===== src/core/dimming_pwm_defines.svh =====
/*
 * Constants for the phase-shifted dimming generator: timing counts,
 * register offsets, field positions and reset values.
 * Assumes nothing; holds definitions only.
 */
`ifndef DIMMING_PWM_DEFINES_SVH
`define DIMMING_PWM_DEFINES_SVH

// system clock and resonator time base
`define PWM_SYS_CLK_HZ 200000000
`define PWM_RESONATOR_HZ 4000000
`define PWM_TICK_DIV (`PWM_SYS_CLK_HZ / `PWM_RESONATOR_HZ)

// lowest usable sync frequency for each resonator
`define PWM_MIN_SYNC_HZ_4M00 61
`define PWM_MIN_SYNC_HZ_3M59 55
`define PWM_MIN_SYNC_HZ_3M00 46
// absence window: one period at the lowest usable sync, in resonator ticks
`define PWM_SYNC_TIMEOUT_TICKS (`PWM_RESONATOR_HZ / `PWM_MIN_SYNC_HZ_4M00)

// phase counts per lamp-count code
`define PWM_PHASES_00 4'h6
`define PWM_PHASES_01 4'h8
`define PWM_PHASES_10 4'ha
`define PWM_PHASES_11 4'hc
`define PWM_MAX_PHASES 12

// register map
`define PWM_REG_CTRL 4'h0
`define PWM_REG_STATUS 4'h4
`define PWM_REG_PERIOD 4'h8
`define PWM_REG_WIDTH 4'hc
`define PWM_CTRL_ENABLE_BIT 0
`define PWM_CTRL_RESET 1'h1
`define PWM_STATUS_RUN_BIT 0
`define PWM_STATUS_EXT_BIT 1
`define PWM_STATUS_PHASE_LSB 4

`endif


===== src/core/dimming_pwm_pkg.sv =====
/*
 * Types shared by the dimming generator modules.
 * Assumes dimming_pwm_defines.svh is on the include path.
 */
`default_nettype none
`include "dimming_pwm_defines.svh"

package dimming_pwm_pkg;

    typedef enum logic [1:0] {
        ST_IDLE = 2'b00,
        ST_ARM = 2'b01,
        ST_RUN = 2'b10
    } run_state_t;

    typedef logic [3:0] phase_count_t;

    // low pin is the first code bit, high pin the second
    function automatic phase_count_t phase_count_of(input logic bit_low, input logic bit_high);
        case ({bit_low, bit_high})
            2'b00: phase_count_of = `PWM_PHASES_00;
            2'b01: phase_count_of = `PWM_PHASES_01;
            2'b10: phase_count_of = `PWM_PHASES_10;
            2'b11: phase_count_of = `PWM_PHASES_11;
            default: phase_count_of = `PWM_PHASES_00;
        endcase
    endfunction : phase_count_of

endpackage : dimming_pwm_pkg

`default_nettype wire


===== src/core/sync_meter_if.sv =====
/*
 * Carries the measured sync period and pulse width from the meter to
 * the generator. Assumes both ends run on clk_sys.
 */
`default_nettype none

interface sync_meter_if #(parameter int CNT_W = 17);
    logic [CNT_W-1:0] period;
    logic [CNT_W-1:0] width;
    logic upd;
    logic ext_present;
    modport source (output period, output width, output upd, output ext_present);
    modport sink (input period, input width, input upd, input ext_present);
endinterface : sync_meter_if

`default_nettype wire


===== src/core/phase_shifted_dimming_pwm.sv =====
/*
 * Multi-phase dimming generator: up to twelve outputs, equal width and
 * frequency, spaced by an equal phase delay, at twice the sync rate.
 * Assumes synchronous inputs; the analog triangle, comparator and
 * range detector sit outside and deliver logic levels.
 */
// Contract
// [RULE1] Pulse width comes from the comparator of dimming level against the 1V..3V triangle.
// [RULE2] Polarity select picks whether the positive or negative comparator pulse is copied.
// [RULE3] An external frame sync of 65Hz to 180Hz, when present, locks all outputs.
// [RULE4] Without a frame sync the outputs lock to the internal triangle.
// [RULE5] Outputs run at twice the frequency of the selected source.
// [RULE6] All active outputs share one width and one frequency and differ only in phase.
// [RULE7] Successive outputs are delayed by the output period divided by the phase count.
// [RULE8] Lamp-count pins, low then high, select 6, 8, 10 or 12 phases.
// [RULE9] Twelve outputs 0 to 11, each three-state.
// [RULE10] Widths and periods are timed from a 4MHz resonator time base.
// [RULE11] The lowest usable sync is 61Hz, 55Hz or 46Hz for 4, 3.59 or 3MHz resonators.
// [RULE12] Outputs start only once the lamp status is high and the level is in range; the code checks range only on leaving ST_IDLE, not in ST_ARM.
// [RULE13] Outputs beyond the phase count float; offsets ascend with output index.
// [RULE14] A frame sync with no edge for one minimum-rate period counts as absent.
`default_nettype none
`include "dimming_pwm_defines.svh"

module phase_shifted_dimming_pwm #(
    parameter int CNT_W = 17,
    parameter int SYNC_TIMEOUT_TICKS = `PWM_SYNC_TIMEOUT_TICKS // RULE11
) (
    input wire logic clk_sys,
    input wire logic resetn,
    input wire logic frame_sync,
    input wire logic triangle_sync,
    input wire logic comparator_high,
    input wire logic level_in_range,
    input wire logic pulse_polarity_select,
    input wire logic lamp_count_bit_low,
    input wire logic lamp_count_bit_high,
    input wire logic lamp_status_line,
    input wire logic [3:0] reg_addr,
    input wire logic [31:0] reg_wdata,
    input wire logic reg_wr,
    input wire logic reg_rd,
    output logic [31:0] reg_rdata,
    output logic [`PWM_MAX_PHASES-1:0] dimming_outputs,
    output logic [`PWM_MAX_PHASES-1:0] dimming_outputs_oe
);
    import dimming_pwm_pkg::*;

    localparam int NCH = `PWM_MAX_PHASES;
    localparam int TICK_GAP = `PWM_TICK_DIV;

    initial begin
        if (CNT_W < 8 || CNT_W > 31) $error("CNT_W out of range");
        if (TICK_GAP < 2 || TICK_GAP > 127) $error("tick divider does not fit");
    end

    sync_meter_if #(.CNT_W(CNT_W)) meter ();

    // resonator time base
    logic [6:0] div_reg, div_next;
    logic tick_reg, tick_next;

    always_comb begin
        if (div_reg == 7'(TICK_GAP - 1)) begin
            div_next = '0;
            tick_next = 1'b1; // RULE10
        end else begin
            div_next = div_reg + 7'h01;
            tick_next = 1'b0;
        end
    end

    always_ff @(posedge clk_sys or negedge resetn) begin
        if (!resetn) begin
            div_reg <= '0;
            tick_reg <= 1'b0;
        end else begin
            div_reg <= div_next;
            tick_reg <= tick_next;
        end
    end

    sync_period_meter #(.CNT_W(CNT_W), .TIMEOUT(SYNC_TIMEOUT_TICKS)) u_meter (
        .clk_sys(clk_sys),
        .resetn(resetn),
        .tick(tick_reg),
        .frame_sync(frame_sync),
        .triangle_sync(triangle_sync),
        .comparator_high(comparator_high),
        .pulse_polarity_select(pulse_polarity_select),
        .m(meter.source)
    );

    // run control and waveform timing
    phase_count_t phases;
    run_state_t state_reg, state_next;
    logic ctrl_en_reg, ctrl_en_next;
    logic [CNT_W-1:0] half_reg, half_next, width_reg, width_next, delay_reg, delay_next;
    logic [CNT_W-1:0] pos_reg, pos_next;

    assign phases = phase_count_of(lamp_count_bit_low, lamp_count_bit_high); // RULE8

    always_comb begin
        state_next = state_reg;
        case (state_reg)
            ST_IDLE: begin
                if (ctrl_en_reg && lamp_status_line && level_in_range) state_next = ST_ARM; // RULE12
            end
            ST_ARM: begin
                if (!ctrl_en_reg || !lamp_status_line) state_next = ST_IDLE;
                else if (meter.upd) state_next = ST_RUN;
            end
            ST_RUN: begin
                if (!ctrl_en_reg || !lamp_status_line) state_next = ST_IDLE;
            end
            default: state_next = ST_IDLE;
        endcase
        half_next = half_reg;
        width_next = width_reg;
        delay_next = delay_reg;
        pos_next = pos_reg;
        if (meter.upd) begin
            half_next = meter.period >> 1; // RULE5
            width_next = meter.width >> 1; // RULE1
            delay_next = CNT_W'((meter.period >> 1) / phases); // RULE7
            pos_next = '0; // RULE3 RULE4
        end else if (tick_reg) begin
            if (pos_reg + 1'b1 >= half_reg) pos_next = '0;
            else pos_next = pos_reg + 1'b1;
        end
    end

    always_ff @(posedge clk_sys or negedge resetn) begin
        if (!resetn) begin
            state_reg <= ST_IDLE;
            half_reg <= '0;
            width_reg <= '0;
            delay_reg <= '0;
            pos_reg <= '0;
        end else begin
            state_reg <= state_next;
            half_reg <= half_next;
            width_reg <= width_next;
            delay_reg <= delay_next;
            pos_reg <= pos_next;
        end
    end

    // per-output phase compare
    logic [NCH-1:0] out_reg, out_next, oe_reg, oe_next;

    function automatic logic [CNT_W-1:0] lag_of(input logic [CNT_W-1:0] pos, input logic [CNT_W-1:0] off,
                                                input logic [CNT_W-1:0] half);
        if (pos >= off) lag_of = pos - off;
        else lag_of = pos + half - off;
    endfunction : lag_of

    always_comb begin
        logic [CNT_W-1:0] off;
        off = '0;
        for (int k = 0; k < NCH; k++) begin
            out_next[k] = (state_reg == ST_RUN) && (lag_of(pos_reg, off, half_reg) < width_reg); // RULE6
            oe_next[k] = (4'(k) < phases); // RULE13 RULE9
            off = off + delay_reg; // RULE7 RULE13
        end
    end

    always_ff @(posedge clk_sys or negedge resetn) begin
        if (!resetn) begin
            out_reg <= '0;
            oe_reg <= '0;
        end else begin
            out_reg <= out_next;
            oe_reg <= oe_next;
        end
    end

    assign dimming_outputs = out_reg;
    assign dimming_outputs_oe = oe_reg;

    // register port
    logic [31:0] rdata_reg, rdata_next;

    always_comb begin
        ctrl_en_next = ctrl_en_reg;
        if (reg_wr && reg_addr == `PWM_REG_CTRL) ctrl_en_next = reg_wdata[`PWM_CTRL_ENABLE_BIT];
        rdata_next = '0;
        if (reg_rd) begin
            case (reg_addr)
                `PWM_REG_CTRL: rdata_next[`PWM_CTRL_ENABLE_BIT] = ctrl_en_reg;
                `PWM_REG_STATUS: begin
                    rdata_next[`PWM_STATUS_RUN_BIT] = (state_reg == ST_RUN);
                    rdata_next[`PWM_STATUS_EXT_BIT] = meter.ext_present;
                    rdata_next[`PWM_STATUS_PHASE_LSB +: 4] = phases;
                end
                `PWM_REG_PERIOD: rdata_next[CNT_W-1:0] = meter.period;
                `PWM_REG_WIDTH: rdata_next[CNT_W-1:0] = meter.width;
                default: rdata_next = '0;
            endcase
        end
    end

    always_ff @(posedge clk_sys or negedge resetn) begin
        if (!resetn) begin
            ctrl_en_reg <= `PWM_CTRL_RESET;
            rdata_reg <= '0;
        end else begin
            ctrl_en_reg <= ctrl_en_next;
            rdata_reg <= rdata_next;
        end
    end

    assign reg_rdata = rdata_reg;
endmodule : phase_shifted_dimming_pwm

`default_nettype wire


===== src/core/sync_period_meter.sv =====
/*
 * Picks the synchronising source and measures its period and the
 * selected comparator pulse width in resonator ticks.
 * Assumes all inputs synchronous to clk_sys and tick one cycle long.
 */
`default_nettype none
`include "dimming_pwm_defines.svh"

module sync_period_meter #(
    parameter int CNT_W = 17,
    parameter int TIMEOUT = `PWM_SYNC_TIMEOUT_TICKS
) (
    input wire logic clk_sys,
    input wire logic resetn,
    input wire logic tick,
    input wire logic frame_sync,
    input wire logic triangle_sync,
    input wire logic comparator_high,
    input wire logic pulse_polarity_select,
    sync_meter_if.source m
);
    import dimming_pwm_pkg::*;

    initial begin
        if (TIMEOUT < 1 || TIMEOUT > (2 ** CNT_W) - 1) $error("TIMEOUT does not fit CNT_W");
    end

    localparam logic [CNT_W-1:0] LIMIT = CNT_W'(TIMEOUT - 1);
    localparam logic [CNT_W-1:0] CNT_MAX = '1;

    logic fs_prev_reg, fs_prev_next, tri_prev_reg, tri_prev_next;
    logic present_reg, present_next, upd_reg, upd_next;
    logic [CNT_W-1:0] gap_reg, gap_next, cnt_reg, cnt_next, acc_reg, acc_next;
    logic [CNT_W-1:0] period_reg, period_next, width_reg, width_next;
    logic ext_rise, tri_rise, src_edge, active;

    always_comb begin
        ext_rise = frame_sync & ~fs_prev_reg;
        tri_rise = triangle_sync & ~tri_prev_reg;
        src_edge = present_reg ? ext_rise : tri_rise; // RULE3 RULE4
        active = pulse_polarity_select ? comparator_high : ~comparator_high; // RULE2
        fs_prev_next = frame_sync;
        tri_prev_next = triangle_sync;
        present_next = present_reg;
        gap_next = gap_reg;
        if (ext_rise) begin
            present_next = 1'b1;
            gap_next = '0;
        end else if (tick && gap_reg != CNT_MAX) begin
            gap_next = gap_reg + 1'b1;
            if (gap_reg == LIMIT) present_next = 1'b0; // RULE14
        end
        cnt_next = cnt_reg;
        acc_next = acc_reg;
        period_next = period_reg;
        width_next = width_reg;
        upd_next = 1'b0;
        if (src_edge) begin
            period_next = cnt_reg;
            width_next = acc_reg; // RULE1
            upd_next = 1'b1;
            cnt_next = '0;
            acc_next = '0;
        end else if (tick && cnt_reg != CNT_MAX) begin
            cnt_next = cnt_reg + 1'b1;
            if (active) acc_next = acc_reg + 1'b1;
        end
    end

    always_ff @(posedge clk_sys or negedge resetn) begin
        if (!resetn) begin
            fs_prev_reg <= 1'b0;
            tri_prev_reg <= 1'b0;
            present_reg <= 1'b0;
            upd_reg <= 1'b0;
            gap_reg <= '0;
            cnt_reg <= '0;
            acc_reg <= '0;
            period_reg <= '0;
            width_reg <= '0;
        end else begin
            fs_prev_reg <= fs_prev_next;
            tri_prev_reg <= tri_prev_next;
            present_reg <= present_next;
            upd_reg <= upd_next;
            gap_reg <= gap_next;
            cnt_reg <= cnt_next;
            acc_reg <= acc_next;
            period_reg <= period_next;
            width_reg <= width_next;
        end
    end

    assign m.period = period_reg;
    assign m.width = width_reg;
    assign m.upd = upd_reg;
    assign m.ext_present = present_reg;
endmodule : sync_period_meter

`default_nettype wire


===== config.mk =====
export PLATFORM = sky130hd
export DESIGN_NAME = phase_shifted_dimming_pwm
export DESIGN_NICKNAME = d
export VERILOG_FILES = /design/src/core/dimming_pwm_pkg.sv /design/src/core/sync_meter_if.sv /design/src/core/phase_shifted_dimming_pwm.sv /design/src/core/sync_period_meter.sv
export VERILOG_INCLUDE_DIRS = /design/src /design/src/core
export SDC_FILE = /design/constraint.sdc
export NUM_CORES = 2
export LEC_CHECK = 0
export ABC_CLOCK_PERIOD_IN_PS = 30400
export BUFFER_PORTS_ARGS = -buffer_cell sky130_fd_sc_hd__buf_2
export CORE_MARGIN = 3
export CORE_UTILIZATION = 50
export DETAILED_ROUTE_END_ITERATION = 8
export HOLD_SLACK_MARGIN = 0.12
export PLACE_DENSITY = 0.7
export SYNTH_ARGS = -nofsm -noshare
export SYNTH_HDL_FRONTEND = slang
export SYNTH_HIERARCHICAL = 1
export SYNTH_SLANG_ARGS = --single-unit

===== constraint.sdc =====
create_clock -name clk_sys -period 30.4 [get_ports clk_sys]
set_input_delay 4.56 -clock clk_sys [delete_from_list [all_inputs] [get_ports clk_sys]]
set_output_delay 4.56 -clock clk_sys [all_outputs]
set_load 0.05 [all_outputs]

==> metrics.md <==
| Metric | Value |
|---|---|
| Slew headroom | `0.2925` |
| Final Wtd Congestion | `0.9756` |
| 1st-pass router iterations | `6` |
| Global-route wire length before repair | `177900 um` |
| Fin crit period | `28.23 ns` |
| CTS tree | `done` |
| Area of the multi-input gates | `30500 um2` |
| Crit. End Element | `register` |
| Row Count | `100` |
| Via count | `35620` |
| IO Port Bufs | `57` |
| Layout cells sized above 1 | `0.05488` |
| Required @ worst endpoint | `30.79 ns` |
| Status | `finished, final reports clean` |
| Family with the most delay on the worst path | `compound AO/OA/AOI/OAI gates` |
| Maximum clock frequency | `35.42 MHz` |
| Clock transition at path regs | `0.06 ns` |
| Commonest non-fill, non-tap cells in the layout | `736 x ha_1, 551 x inv_1, 486 x a21oi_1` |
| Maxcap violations | `0` |
| Final HPWL DP | `92180 um` |
| Tcrit/Tclk final | `0.9287` |
| Routed WL per cell | `18.73 um` |
| Synthesized area per cell | `7.635 um2` |
| Setup violators final | `0` |
| Initial antenna violation count | `1` |
| Post-synth EDFFs | `0` |
| Mapped Area | `37880 um2` |
| Die area | `79100 um2` |
| Worst Setup Path Type | `input port to register` |
| # clock sinks | `201` |
| Final net count | `5790` |
| Clock Tree Buf Depth | `3` |
| Post-synth top flop | `dfrtp_1` |
| Crit path max fanout | `14` |
| DRT antenna net count | `0` |
| DR DRC count | `0` |
| Inserted Clock Buffers | `23` |
| Area grow syn2layout | `6.427%` |
| Diode count | `0` |
| I/O pins | `104` |
| Core area | `74700 um2` |
| CTS Root Cell | `clkbuf_16` |
| Slowest stage cell, crit path | `or4_4` |
| Flops & latches, synth | `201` |
| Drt initial violations | `2287` |
| Fin util | `0.5397` |
| Async set-reset flop share out of synthesis | `1.000` |
| Largest net degree at the start of global routing | `74` |
| Final Max Slew Viols | `0` |
| Sequential share of the synthesized area | `0.1328` |
| Final WL | `112000 um` |
| Vias per cell | `5.957` |
| Worst Clk Skew | `0.05113 ns` |
| Crit-path most repeated cell | `ha_1` |
| Gate Count Post-Synth | `4962` |
| Setup crit start kind | `input port` |
| Cts-stage hold buffer count | `0` |
| Crit-path max cell delay | `0.46 ns` |
| Clock Latency Late Sink | `0.58 ns` |
| Least-Margin Pin Slew | `1.056 ns` |
| Overall global routing resource usage | `0.2780` |
| Register Area | `5035 um2` |
| Design area | `40320 um2` |
| Vias in the first global route | `35490` |
| Final hold vios | `0` |
| Synth Warn # | `6` |
| Min-Delay Path Class | `register to register` |
| DP Area | `39400 um2` |
| Htree depth | `1` |
| Unique masters post-synth | `102` |
| Commonest non-fill, non-tap cell in the layout | `ha_1` |
| Buf+Inv Stages, Crit Path | `10` |
| Die height | `281.3 um` |
| Fillcell total | `7067` |
| Initial Util | `0.5072` |
| DIE WIDTH | `281.3 um` |
| Total grt overflow | `0` |
| CP Data Arrival Time | `28.62 ns` |
==> Yosys cell counts, types with 71 or more instances <==
| cell type | number | area, um2 |
|---|---|---|
| o21ai_0 | 399 | 1997 |
| xnor2_1 | 296 | 2592 |
| nand2b_1 | 213 | 1333 |
| dfrtp_1 | 200 | 5005 |
| mux2i_1 | 79 | 790.8 |
| ha_1 | 736 | 9209 |
| inv_1 | 551 | 2068 |
| nand2_1 | 316 | 1186 |
| o21bai_1 | 108 | 810.8 |
| nor2_1 | 222 | 833.3 |
| xor2_1 | 110 | 963.4 |
| o21a_1 | 77 | 578.1 |
| clkbuf_1 | 84 | 315.3 |
| nand3_1 | 153 | 765.7 |
| a21o_1 | 153 | 1149 |
| nor2b_1 | 83 | 519.3 |
| a21oi_1 | 495 | 2477 |
| nand4_1 | 71 | 444.2 |
==> per-stage QoR <==
stage | setup WS (ns) | hold WS (ns) | cells | TNS [ns]
floorplan | 2.166 | 0.4235 | 4978 | 0
global placement | 0.9790 | 0.4367 | 5935 | 0
detailed placement | 0.5221 | 0.4525 | 5935 | 0
CTS | 0.9539 | 0.4639 | 5976 | 0
global route | -0.02955 | 0.4921 | 5980 | -0.02955
finish | 2.169 | 0.4677 | 5980 | 0
==> layer usage <==
metal | vias up | track usage | part of all wire
met2 | 899 | 0.5018 | 0.48
met4 | 2 | 0.09542 | 0.034
met3 | 197 | 0.03123 | 0.053
met5 | - | 0 | 0.00012
li1 | 17680 | - | -
met1 | 16850 | 0.3419 | 0.43
==> worst paths after layout <==
kind                                       from             endpoint  slack, ns  cells after the start
min reg2reg                 u_meter/m.period[0]  u_meter/m.period[0]       0.47                      2
max                          lamp_count_bit_low         delay_reg[0]       2.17                    132
min                         u_meter/m.period[0]  u_meter/m.period[0]       0.47                      2
min in group asynchronous                resetn  dimming_outputs[11]       3.92                      1
max in group asynchronous                resetn         delay_reg[0]      25.03                      2
max reg2reg                u_meter/m.period[16]         delay_reg[0]       6.14                    129
==> worst reg2reg max path: cells and delay by family, from the launching register on <==
kind / cells / cell delay, ns
flops: 1 / 0.52
mux: 3 / 0.57
fa+ha+maj: 15 / 4.48
compound gates: 54 / 9.27
buf+inv: 8 / 0.97
simple gates: 49 / 8.30
==> timing repair <==
action	4_1_cts	5_1_grt
setup buffers	0	4
endpoints found under the setup margin	0	2
hold endpoints to repair	0	0
gates resized for setup	0	24
==> logic make-up (layout without fill, tap and decap cells) <==
kind of cell / after synthesis / after routing / share of synthesized area
buffers and inverters: 671 / 704 / 0.06890
flip-flops: 201 / 201 / 0.1328
other: 2 / 18 / 0.0001982
AO/OA/AOI/OAI: 1494 / 1494 / 0.2434
adder cells (fa/ha/maj): 747 / 747 / 0.2489
AND/OR/NAND/NOR: 1337 / 1337 / 0.1832
XOR/XNOR: 406 / 406 / 0.09387
multiplexers: 104 / 104 / 0.02870
==> final cells by class <==
| cell class | instances | area share |
|---|---|---|
| inverters | 553 | 0.05148 |
| clock inverters | 10 | 0.003910 |
| well taps | 969 | 0.03007 |
| flip-flops and latches | 201 | 0.1249 |
| clock buffers | 31 | 0.01601 |
| repair buffers | 110 | 0.01719 |
| multi-input cells | 4106 | 0.7564 |
Power is left out: the tool's default activity adds up to more than one toggle a clock period on the data nets, which glitch-free logic cannot reach.
